$ cat config.mk
export PLATFORM = sky130hd
export DESIGN_NAME = ppsam_top
export DESIGN_NICKNAME = d
export VERILOG_FILES = /design/src/ppsam_pkg.sv /design/src/ppsam_top.sv
export SDC_FILE = /design/constraint.sdc
export NUM_CORES = 1
export LEC_CHECK = 0
export ABC_AREA = 1
export BUFFER_PORTS_ARGS = -buffer_cell sky130_fd_sc_hd__buf_2
export CORE_UTILIZATION = 45
export DETAILED_ROUTE_END_ITERATION = 10
export HOLD_SLACK_MARGIN = 0.15
export PLACE_DENSITY = 0.77
export SLEW_MARGIN = 20
export SYNTH_ARGS = -nofsm -noshare
export SYNTH_HDL_FRONTEND = slang
export SYNTH_SLANG_ARGS = --single-unit
$ cat constraint.sdc
create_clock -name aclk -period 1.4 [get_ports aclk]
set_clock_uncertainty 0.1 [all_clocks]
set_input_delay 0.07 -clock aclk [delete_from_list [all_inputs] [get_ports aclk]]
set_output_delay 0.07 -clock aclk [all_outputs]
set_load 0.02 [all_outputs]
$ cat src/ppsam_pkg.sv
// package: constants and carriers for the parallel port strap and alternate-function mux
package ppsam_pkg;

    // ==========================================================
    // port geometry
    localparam int PIO_W = 16;

    // ==========================================================
    // strap and alternate serial clock pin positions
    localparam int STRAP_WID_LO  = 0;
    localparam int STRAP_WID_HI  = 1;
    localparam int STRAP_ECC     = 2;
    localparam int ALT_SCLK      = 3;

    // ==========================================================
    // second serial port pins
    localparam int SP2_CTS = 8;
    localparam int SP2_RTS = 9;
    localparam int SP2_RXD = 10;
    localparam int SP2_TXD = 11;

    // ==========================================================
    // first serial port pins
    localparam int SP1_CTS = 12;
    localparam int SP1_RTS = 13;
    localparam int SP1_RXD = 14;
    localparam int SP1_TXD = 15;

    // ==========================================================
    // register map (byte addresses), all of our own choosing
    localparam logic [7:0] REG_DATA_OUT = 8'h00;
    localparam logic [7:0] REG_DIR      = 8'h04;
    localparam logic [7:0] REG_PIN_IN   = 8'h08;
    localparam logic [7:0] REG_ALT_CTRL = 8'h0c;
    localparam logic [7:0] REG_STRAP    = 8'h10;

    // alt control field positions
    localparam int ALT_SP2_EN  = 0;
    localparam int ALT_SP1_EN  = 1;
    localparam int ALT_SCLK_EN = 2;

    // reset values
    localparam logic [15:0] RST_DATA_OUT = 16'h0000;
    localparam logic [15:0] RST_DIR      = 16'h0000;
    localparam logic [2:0]  RST_ALT_CTRL = 3'h0;

    // axi responses
    localparam logic [1:0] RESP_OKAY   = 2'h0;
    localparam logic [1:0] RESP_SLVERR = 2'h2;

    // boot memory width codes
    typedef enum logic [1:0] {
        PPSAM_W8  = 2'h0,
        PPSAM_W16 = 2'h1,
        PPSAM_W32 = 2'h2
    } ppsam_width_t;

    // serial port side of the mux
    typedef struct packed {
        logic cts;
        logic rts;
        logic rxd;
        logic txd;
    } ppsam_serial_t;

    // latched strap information
    typedef struct packed {
        ppsam_width_t width;
        logic         ecc_en;
    } ppsam_strap_t;

endpackage

$ cat src/ppsam_top.sv
// parallel port strap sampling, alternate-function mux and axi4-lite register slave
`timescale 1ns/1ps
// ==========================================================
// Summary of operation
// - at reset release pins 1:0 give boot width: 00=8, 01=16, 1x=32 bits
// - at reset release pin 2 high enables memory error checking
// - pin 3 can replace the internal serial clock as serial port clock
// - pins 8..11 optionally carry second serial port cts, rts, rxd, txd
// - pins 12..15 optionally carry first serial port cts, rts, rxd, txd
module ppsam_top
    import ppsam_pkg::*;
(
    input  wire logic                aclk,
    input  wire logic                aresetn,
    input  wire logic                clk_en,
    // axi4-lite slave
    input  wire logic [7:0]          s_axi_awaddr,
    input  wire logic                s_axi_awvalid,
    output logic                     s_axi_awready,
    input  wire logic [31:0]         s_axi_wdata,
    input  wire logic [3:0]          s_axi_wstrb,
    input  wire logic                s_axi_wvalid,
    output logic                     s_axi_wready,
    output logic [1:0]               s_axi_bresp,
    output logic                     s_axi_bvalid,
    input  wire logic                s_axi_bready,
    input  wire logic [7:0]          s_axi_araddr,
    input  wire logic                s_axi_arvalid,
    output logic                     s_axi_arready,
    output logic [31:0]              s_axi_rdata,
    output logic [1:0]               s_axi_rresp,
    output logic                     s_axi_rvalid,
    input  wire logic                s_axi_rready,
    // pads
    input  wire logic [PIO_W-1:0]    pio_in,
    output logic      [PIO_W-1:0]    pio_out,
    output logic      [PIO_W-1:0]    pio_oe,
    // serial ports
    input  wire logic                first_serial_port_rts,
    input  wire logic                first_serial_port_txd,
    output ppsam_serial_t            first_serial_port_pins,
    input  wire logic                second_serial_port_rts,
    input  wire logic                second_serial_port_txd,
    output ppsam_serial_t            second_serial_port_pins,
    input  wire logic                internal_serial_clk,
    output logic                     serial_clk,
    // straps to core and memory controller
    output ppsam_strap_t             strap
);

    // ==========================================================
    // storage
    logic [PIO_W-1:0] data_out;
    logic [PIO_W-1:0] dir;
    logic [2:0]       alt_ctrl;
    logic             strap_done;
    logic             aw_held;
    logic             w_held;
    logic [7:0]       aw_addr;
    logic [31:0]      w_data;
    logic [3:0]       w_strb;
    logic [PIO_W-1:0] alt_mask;
    logic [PIO_W-1:0] alt_oe;
    logic [PIO_W-1:0] alt_val;
    logic             b_pend;
    logic             r_pend;

    // decoding shared by read and write
    function automatic logic addr_mapped(input logic [7:0] a);
        return (a == REG_DATA_OUT) || (a == REG_DIR) || (a == REG_PIN_IN) ||
               (a == REG_ALT_CTRL) || (a == REG_STRAP);
    endfunction

    function automatic ppsam_width_t width_decode(input logic [1:0] p);
        if (p[1])
            return PPSAM_W32;
        else if (p[0])
            return PPSAM_W16;
        else
            return PPSAM_W8;
    endfunction

    // ==========================================================
    // strap capture: first enabled edge after release, never again
    always_ff @(posedge aclk) begin
        if (!aresetn) begin
            strap_done <= 1'b0;
            strap      <= '{PPSAM_W8, 1'b0};
        end else if (clk_en && !strap_done) begin
            strap_done   <= 1'b1;
            strap.width  <= width_decode(pio_in[STRAP_WID_HI:STRAP_WID_LO]);
            strap.ecc_en <= pio_in[STRAP_ECC];
        end
    end

    // ==========================================================
    // alternate function mux; pins are inputs (oe low) during reset so straps read clean
    always_comb begin
        alt_mask = '0;
        alt_oe   = '0;
        alt_val  = '0;
        if (alt_ctrl[ALT_SP2_EN]) begin
            alt_mask[SP2_TXD:SP2_CTS] = 4'hf;
            alt_oe[SP2_RTS] = 1'b1;
            alt_oe[SP2_TXD] = 1'b1;
            alt_val[SP2_RTS] = second_serial_port_rts;
            alt_val[SP2_TXD] = second_serial_port_txd;
        end
        if (alt_ctrl[ALT_SP1_EN]) begin
            alt_mask[SP1_TXD:SP1_CTS] = 4'hf;
            alt_oe[SP1_RTS] = 1'b1;
            alt_oe[SP1_TXD] = 1'b1;
            alt_val[SP1_RTS] = first_serial_port_rts;
            alt_val[SP1_TXD] = first_serial_port_txd;
        end
        if (alt_ctrl[ALT_SCLK_EN])
            alt_mask[ALT_SCLK] = 1'b1;
    end

    // per-pin selection between gpio and alternate use
    genvar g;
    generate
        for (g = 0; g < PIO_W; g++) begin : g_pin
            assign pio_out[g] = alt_mask[g] ? alt_val[g] : data_out[g];
            assign pio_oe[g]  = strap_done & (alt_mask[g] ? alt_oe[g] : dir[g]);
        end
    endgenerate

    // inputs toward the serial ports; cts idles high when not muxed
    assign second_serial_port_pins = '{alt_ctrl[ALT_SP2_EN] ? pio_in[SP2_CTS] : 1'b1,
                                       second_serial_port_rts,
                                       alt_ctrl[ALT_SP2_EN] ? pio_in[SP2_RXD] : 1'b1,
                                       second_serial_port_txd};
    assign first_serial_port_pins  = '{alt_ctrl[ALT_SP1_EN] ? pio_in[SP1_CTS] : 1'b1,
                                       first_serial_port_rts,
                                       alt_ctrl[ALT_SP1_EN] ? pio_in[SP1_RXD] : 1'b1,
                                       first_serial_port_txd};
    // clock is a plain mux; glitches on switching are software's concern
    assign serial_clk = alt_ctrl[ALT_SCLK_EN] ? pio_in[ALT_SCLK] : internal_serial_clk;

    // ==========================================================
    // axi write: address and data caught in either order
    // handshakes masked while the enable is low, so no transfer completes on a frozen edge
    assign s_axi_awready = clk_en && !aw_held && !b_pend;
    assign s_axi_wready  = clk_en && !w_held && !b_pend;
    assign s_axi_bvalid  = clk_en && b_pend;

    always_ff @(posedge aclk) begin
        if (!aresetn) begin
            aw_held <= 1'b0;
            w_held  <= 1'b0;
            aw_addr <= 8'h00;
            w_data  <= 32'h0000_0000;
            w_strb  <= 4'h0;
        end else if (clk_en) begin
            if (s_axi_awvalid && s_axi_awready) begin
                aw_held <= 1'b1;
                aw_addr <= s_axi_awaddr;
            end
            if (s_axi_wvalid && s_axi_wready) begin
                w_held <= 1'b1;
                w_data <= s_axi_wdata;
                w_strb <= s_axi_wstrb;
            end
            if (aw_held && w_held) begin
                aw_held <= 1'b0;
                w_held  <= 1'b0;
            end
        end
    end

    // register update and write response
    always_ff @(posedge aclk) begin
        if (!aresetn) begin
            data_out     <= RST_DATA_OUT;
            dir          <= RST_DIR;
            alt_ctrl     <= RST_ALT_CTRL;
            b_pend       <= 1'b0;
            s_axi_bresp  <= RESP_OKAY;
        end else if (clk_en) begin
            if (aw_held && w_held) begin
                b_pend       <= 1'b1;
                s_axi_bresp  <= addr_mapped(aw_addr) ? RESP_OKAY : RESP_SLVERR;
                case (aw_addr)
                    REG_DATA_OUT: begin
                        if (w_strb[0]) data_out[7:0]  <= w_data[7:0];
                        if (w_strb[1]) data_out[15:8] <= w_data[15:8];
                    end
                    REG_DIR: begin
                        if (w_strb[0]) dir[7:0]  <= w_data[7:0];
                        if (w_strb[1]) dir[15:8] <= w_data[15:8];
                    end
                    REG_ALT_CTRL: begin
                        if (w_strb[0]) alt_ctrl <= w_data[2:0];
                    end
                    default: begin
                    end
                endcase
            end else if (s_axi_bready) begin
                b_pend <= 1'b0;
            end
        end
    end

    // ==========================================================
    // axi read: one cycle from accept to rvalid
    assign s_axi_arready = clk_en && !r_pend;
    assign s_axi_rvalid  = clk_en && r_pend;

    always_ff @(posedge aclk) begin
        if (!aresetn) begin
            r_pend       <= 1'b0;
            s_axi_rdata  <= 32'h0000_0000;
            s_axi_rresp  <= RESP_OKAY;
        end else if (clk_en) begin
            if (s_axi_arvalid && s_axi_arready) begin
                r_pend       <= 1'b1;
                s_axi_rresp  <= addr_mapped(s_axi_araddr) ? RESP_OKAY : RESP_SLVERR;
                case (s_axi_araddr)
                    REG_DATA_OUT: s_axi_rdata <= {16'h0000, data_out};
                    REG_DIR:      s_axi_rdata <= {16'h0000, dir};
                    REG_PIN_IN:   s_axi_rdata <= {16'h0000, pio_in};
                    REG_ALT_CTRL: s_axi_rdata <= {29'h0000_0000, alt_ctrl};
                    REG_STRAP:    s_axi_rdata <= {29'h0000_0000, strap.width, strap.ecc_en};
                    default:      s_axi_rdata <= 32'h0000_0000;
                endcase
            end else if (s_axi_rready) begin
                r_pend <= 1'b0;
            end
        end
    end

endmodule
Yosys cells after proc, flatten, opt, wreduce, memory -nomap -nowiden --
Cells that the tools add are included.
Storage, ports and cells: register bits 105, input port bits 81, logic and storage cells 131
Cells by class: eq/ne operators 8, bitwise operators 16, reduce and logical (&&, ||, !) cells 44, muxes and demuxes 45
Operators with widths (count):
- $pmux 16 s5 | 1
- $mux 1 | 39
- $eq 8x4->1 const B | 4
- $reduce_and 4->1 | 5
- $and 1x1->1 | 16
- $eq 8x3->1 const B | 2
- $eq 8x5->1 const B | 2
- $logic_not 8->1 | 2
- $reduce_and 2->1 | 8
- $logic_and 1x1->1 | 12
- $logic_or 1x1->1 | 8
- $mux 4 | 2
- $reduce_bool 2->1 | 4
- $mux 2 | 3
- $logic_not 1->1 | 5

Longest topological paths before layout --
depth after elaboration 6, mapped depth 8

Worst setup path before layout --
No wires, ideal clock.
path kind register -> output, start reg strap_done, end out pio_oe[10], setup slack -0.088 ns, buffers on the path 1, data required time 1.230 ns, cell stages (with the launch flop) 4, arrival time 1.318 ns, cells stage by stage dfxtp_1 > clkbuf_1 > clkinv_1 > nor3_1
On the way: word-level cells in the longest chain between the ends 1
Ends and longest elaborated chain:
- start, declared | RTL line ppsam_top.sv:56 | logic strap_done;
- start signal, assigned | RTL line ppsam_top.sv:87 | strap_done <= 1'b0;
- start signal, assigned | RTL line ppsam_top.sv:90 | strap_done <= 1'b1;
- $and 1x1->1 | RTL line ppsam_top.sv:125 | assign pio_oe[g] = strap_done & (alt_mask[g] ? alt_oe[g] : dir[g]);
- end, declared | RTL line ppsam_top.sv:37 | output logic [PIO_W-1:0] pio_oe,
Every way passes these cells.

Worst setup path in the final report --
start reg aw_addr[6], end reg data_out[11]
On the way: word-level cells in the longest chain between the ends 2
Ends and longest elaborated chain:
- start, declared | RTL line ppsam_top.sv:59 | logic [7:0] aw_addr;
- start signal, assigned | RTL line ppsam_top.sv:158 | aw_addr <= s_axi_awaddr;
- $logic_not 8->1 | RTL line ppsam_top.sv:184 | case (aw_addr)
- $reduce_and 4->1 (no source line)
- end signal, assigned | RTL line ppsam_top.sv:187 | if (w_strb[1]) data_out[15:8] <= w_data[15:8];
- end, declared | RTL line ppsam_top.sv:53 | logic [PIO_W-1:0] data_out;
Every way passes these cells. A chain may end at the register's enable or synchronous reset.

==> flow_summary.json <==
{
  "synth_cells": 671,
  "crit_arrival_ns": 1.69,
  "fin_total_pwr_mw": 5.632,
  "ys.warnings.count": 0,
  "slowest_stage": "dfxtp_2",
  "avgSynthCellArea_um2": 6.718,
  "first_iter_violations": 325,
  "synth-seq-area-share_pct": 38.63,
  "outcome": "complete, but fails checks",
  "viasPerCell": 4.944,
  "fp.dieH_um": 102.1,
  "leakagePower_nw": 3.283,
  "core-area_um2": 9729,
  "required_ns": 1.55,
  "nets": 947,
  "drive_above_1_share_pct": 30.11,
  "violations": "DRC, setup timing",
  "drc": 2,
  "n_fill_cell": 792,
  "synth_top_area_share_pct": 38.63,
  "placementRows": 36,
  "cts-root-buf": "clkbuf_8",
  "numClockSinks": 87,
  "dr.pass1.iters": 8,
  "worst-r2r-cell-count": 7,
  "path_max_fanout": 4,
  "clk_pin_slew_ns": 0.09,
  "htreeDepth": 3,
  "clk_path_buf_depth": 2,
  "timing.fmax_ghz": 0.6482,
  "p_per_area_nw_per_um2": 851.0,
  "criticalPathCategory": "register to register",
  "grt_overflow": 0,
  "syn_to_final_growth_pct": 46.79,
  "die-area_um2": 10420,
  "ir_worst_vdd_mv": 0.5017,
  "cp_cell_sequence": "nor3_4, nand2_4, buf_12, nor2_4, nand4_1, nand2_1, nor2_1",
  "hpwl_um": 8668,
  "die_w_um": 102.1,
  "ys_types": 32,
  "setup_slack_ns": -0.1426,
  "synth_seq_cells": 87,
  "synth_top_cells_by_area": "dfxtp_1, nand2_1, inv_1",
  "groute.usage.overall_pct": 25.34,
  "yosys.area.top_type": "dfxtp_1",
  "grt_pass1_vias": 4551,
  "detail_route.wl_per_cell_um": 14.24,
  "place_congestion": 0.8181,
  "worstSetupEndpointType": "register",
  "cts_tree": "done",
  "grt_max_degree": 69,
  "maxCapViolCount": 0,
  "initial_core_util_pct": 46.33,
  "slew_viol_final": 0,
  "finalWirelength_um": 14280,
  "setup_viol": 34,
  "vias": 4959,
  "hp-class": "primary input to register",
  "syn_area_um2": 4508,
  "rsz0062_at_grt": "true",
  "port_buffers": 129,
  "antenna_found_initial": 0,
  "cts_buffers": 9,
  "cp-start-kind": "register",
  "worstHoldPathCells": 4,
  "min_period_ns": 1.543,
  "cp_slowest_stage_delay_ns": 0.34,
  "insertion_delay_ns": 0.35,
  "hold_viol_final": 0,
  "hold_ws_ns": 0.2075,
  "fin_crit_sh_pct": 110.2,
  "io_pins": 166,
  "diodes": 0,
  "final_antenna_net_count": 0,
  "grt_pass1_wl_um": 20710
}
==> worst max-delay path: cells and delay by family, from the launching register on <==
kind                   cells  cell delay [ns]
buffers and inverters      1             0.16
flip-flops                 1             0.34
AND/OR/NAND/NOR            6             0.84
==> kinds of logic (layout without fill, tap and decap cells) <==
family                 count (synthesis)  count (layout)  synth area share [%]
buffers and inverters                162             342                 17.15
and+or+nand+nor                      332             334                 34.08
AOI/OAI and AO/OA                     89              89                 10.05
DFF                                   87              87                 38.63
other                                  1              18               0.08318
==> flip-flops by register name, summed over array words and instances, names as in the netlist <==
signal,flops
data_out,16
dir,16
s_axi_rdata,16
w_data,16
aw_addr,8
alt_ctrl,3
strap,3
w_strb,2
aw_held,1
b_pend,1
r_pend,1
s_axi_bresp,1
s_axi_rresp,1
strap_done,1
w_held,1
==> area by class of cell <==
class | count | area (um2) | area share, %
clock buffers | 11 | 131.4 | 1.985
well taps | 133 | 166.4 | 2.515
multi-input cells | 441 | 2292 | 34.64
inverters | 105 | 409.1 | 6.183
clock inverters | 4 | 95.09 | 1.437
flip-flops and latches | 87 | 1759 | 26.58
repair buffers | 221 | 1759 | 26.58
repair inverters | 1 | 5.005 | 0.07563
==> cells in the mapped netlist <==
cell	n
o21ai_0	39
or2_2	4
nor3_1	6
nand3_2	3
nor2_1	84
nor3_4	3
clkbuf_1	10
o31ai_1	1
buf_2	8
nor2_2	2
nand2_1	147
dfxtp_1	87
nand2_4	1
conb_1	1
o211ai_1	1
buf_6	4
buf_1	1
inv_1	95
nor3_2	1
nand2_2	1
nand3_1	57
nor2_4	3
clkbuf_2	1
nand3_4	2
nand4_4	1
a21oi_1	47
inv_2	8
buf_4	33
clkinv_1	2
a211oi_1	1
nor2_8	1
nand4_1	16
==> metal layers <==
metal | vias up | track usage, % | part of all wire, %
met5 | - | 0 | 0
met4 | 0 | 9.341 | 2.6
met3 | 34 | 4.925 | 6.8
met2 | 231 | 43.73 | 50
met1 | 2249 | 31.29 | 41
li1 | 2445 | - | -
==> per-stage QoR <==
| stage | TNS, ns | setup WS [ns] | area (um2) | std cells | util [%] |
|---|---|---|---|---|---|
| after floorplan | -0.4390 | -0.08780 | 4578 | 688 | - |
| after global placement | -1.239 | -0.08367 | 5341 | 922 | 54.90 |
| after detailed placement | -1.804 | -0.1246 | 5341 | 922 | 54.90 |
| after CTS | -0.4841 | -0.03840 | 6272 | 999 | 64.47 |
| after global routing | -4.902 | -0.2087 | 6618 | 1003 | 68.02 |
| final | -1.413 | -0.1426 | 6618 | 1003 | 68.02 |
==> power breakdown <==
part | internal (mW) | switching (mW) | total, mW
Clock | 1.18 | 0.882 | 2.06
Sequential | 2.55 | 0.0575 | 2.61
Combinational | 0.418 | 0.549 | 0.967
==> layout by cell type, fill, tap and decap left out, types with 2 or more instances in the layout <==
cell type / instances
o21ai_0: 35
conb_1: 18
clkbuf_8: 9
a21oi_1: 41
clkbuf_16: 2
o21ai_1: 3
clkbuf_1: 2
dlygate4sd3_1: 54
nor2_2: 7
dlymetal6s4s_1: 4
clkinv_2: 2
nand2_1: 131
dfxtp_2: 5
dfxtp_4: 3
or2_4: 3
a21oi_2: 6
inv_2: 10
inv_6: 2
nand2_2: 14
nand3_4: 3
nand3_2: 4
nor2_1: 74
nand2_4: 4
buf_2: 107
nand3_1: 55
nand4_1: 16
buf_6: 12
dfxtp_1: 79
nor2_4: 10
bufinv_16: 3
inv_1: 91
nor3_4: 8
buf_4: 31
buf_12: 10
==> worst paths after layout <==
path,start,to,slack (ns)
worst max-delay path,aw_addr[6],data_out[11],-0.14
worst min-delay path,s_axi_araddr[2],s_axi_rresp[1],0.21
worst max register to register,aw_addr[6],data_out[11],-0.14
worst min register to register,s_axi_rdata[11],s_axi_rdata[11],0.37
==> repair_timing <==
item,4_1_cts,5_1_grt
hold buffers,58,0
gates cloned,2,4
pin swaps,31,25
setup endpoints to repair,29,92
setup buffers,2,4
endpoints found under the hold margin,84,0
resized for setup,23,96
Note: power is estimated with default switching activity, not from simulation.
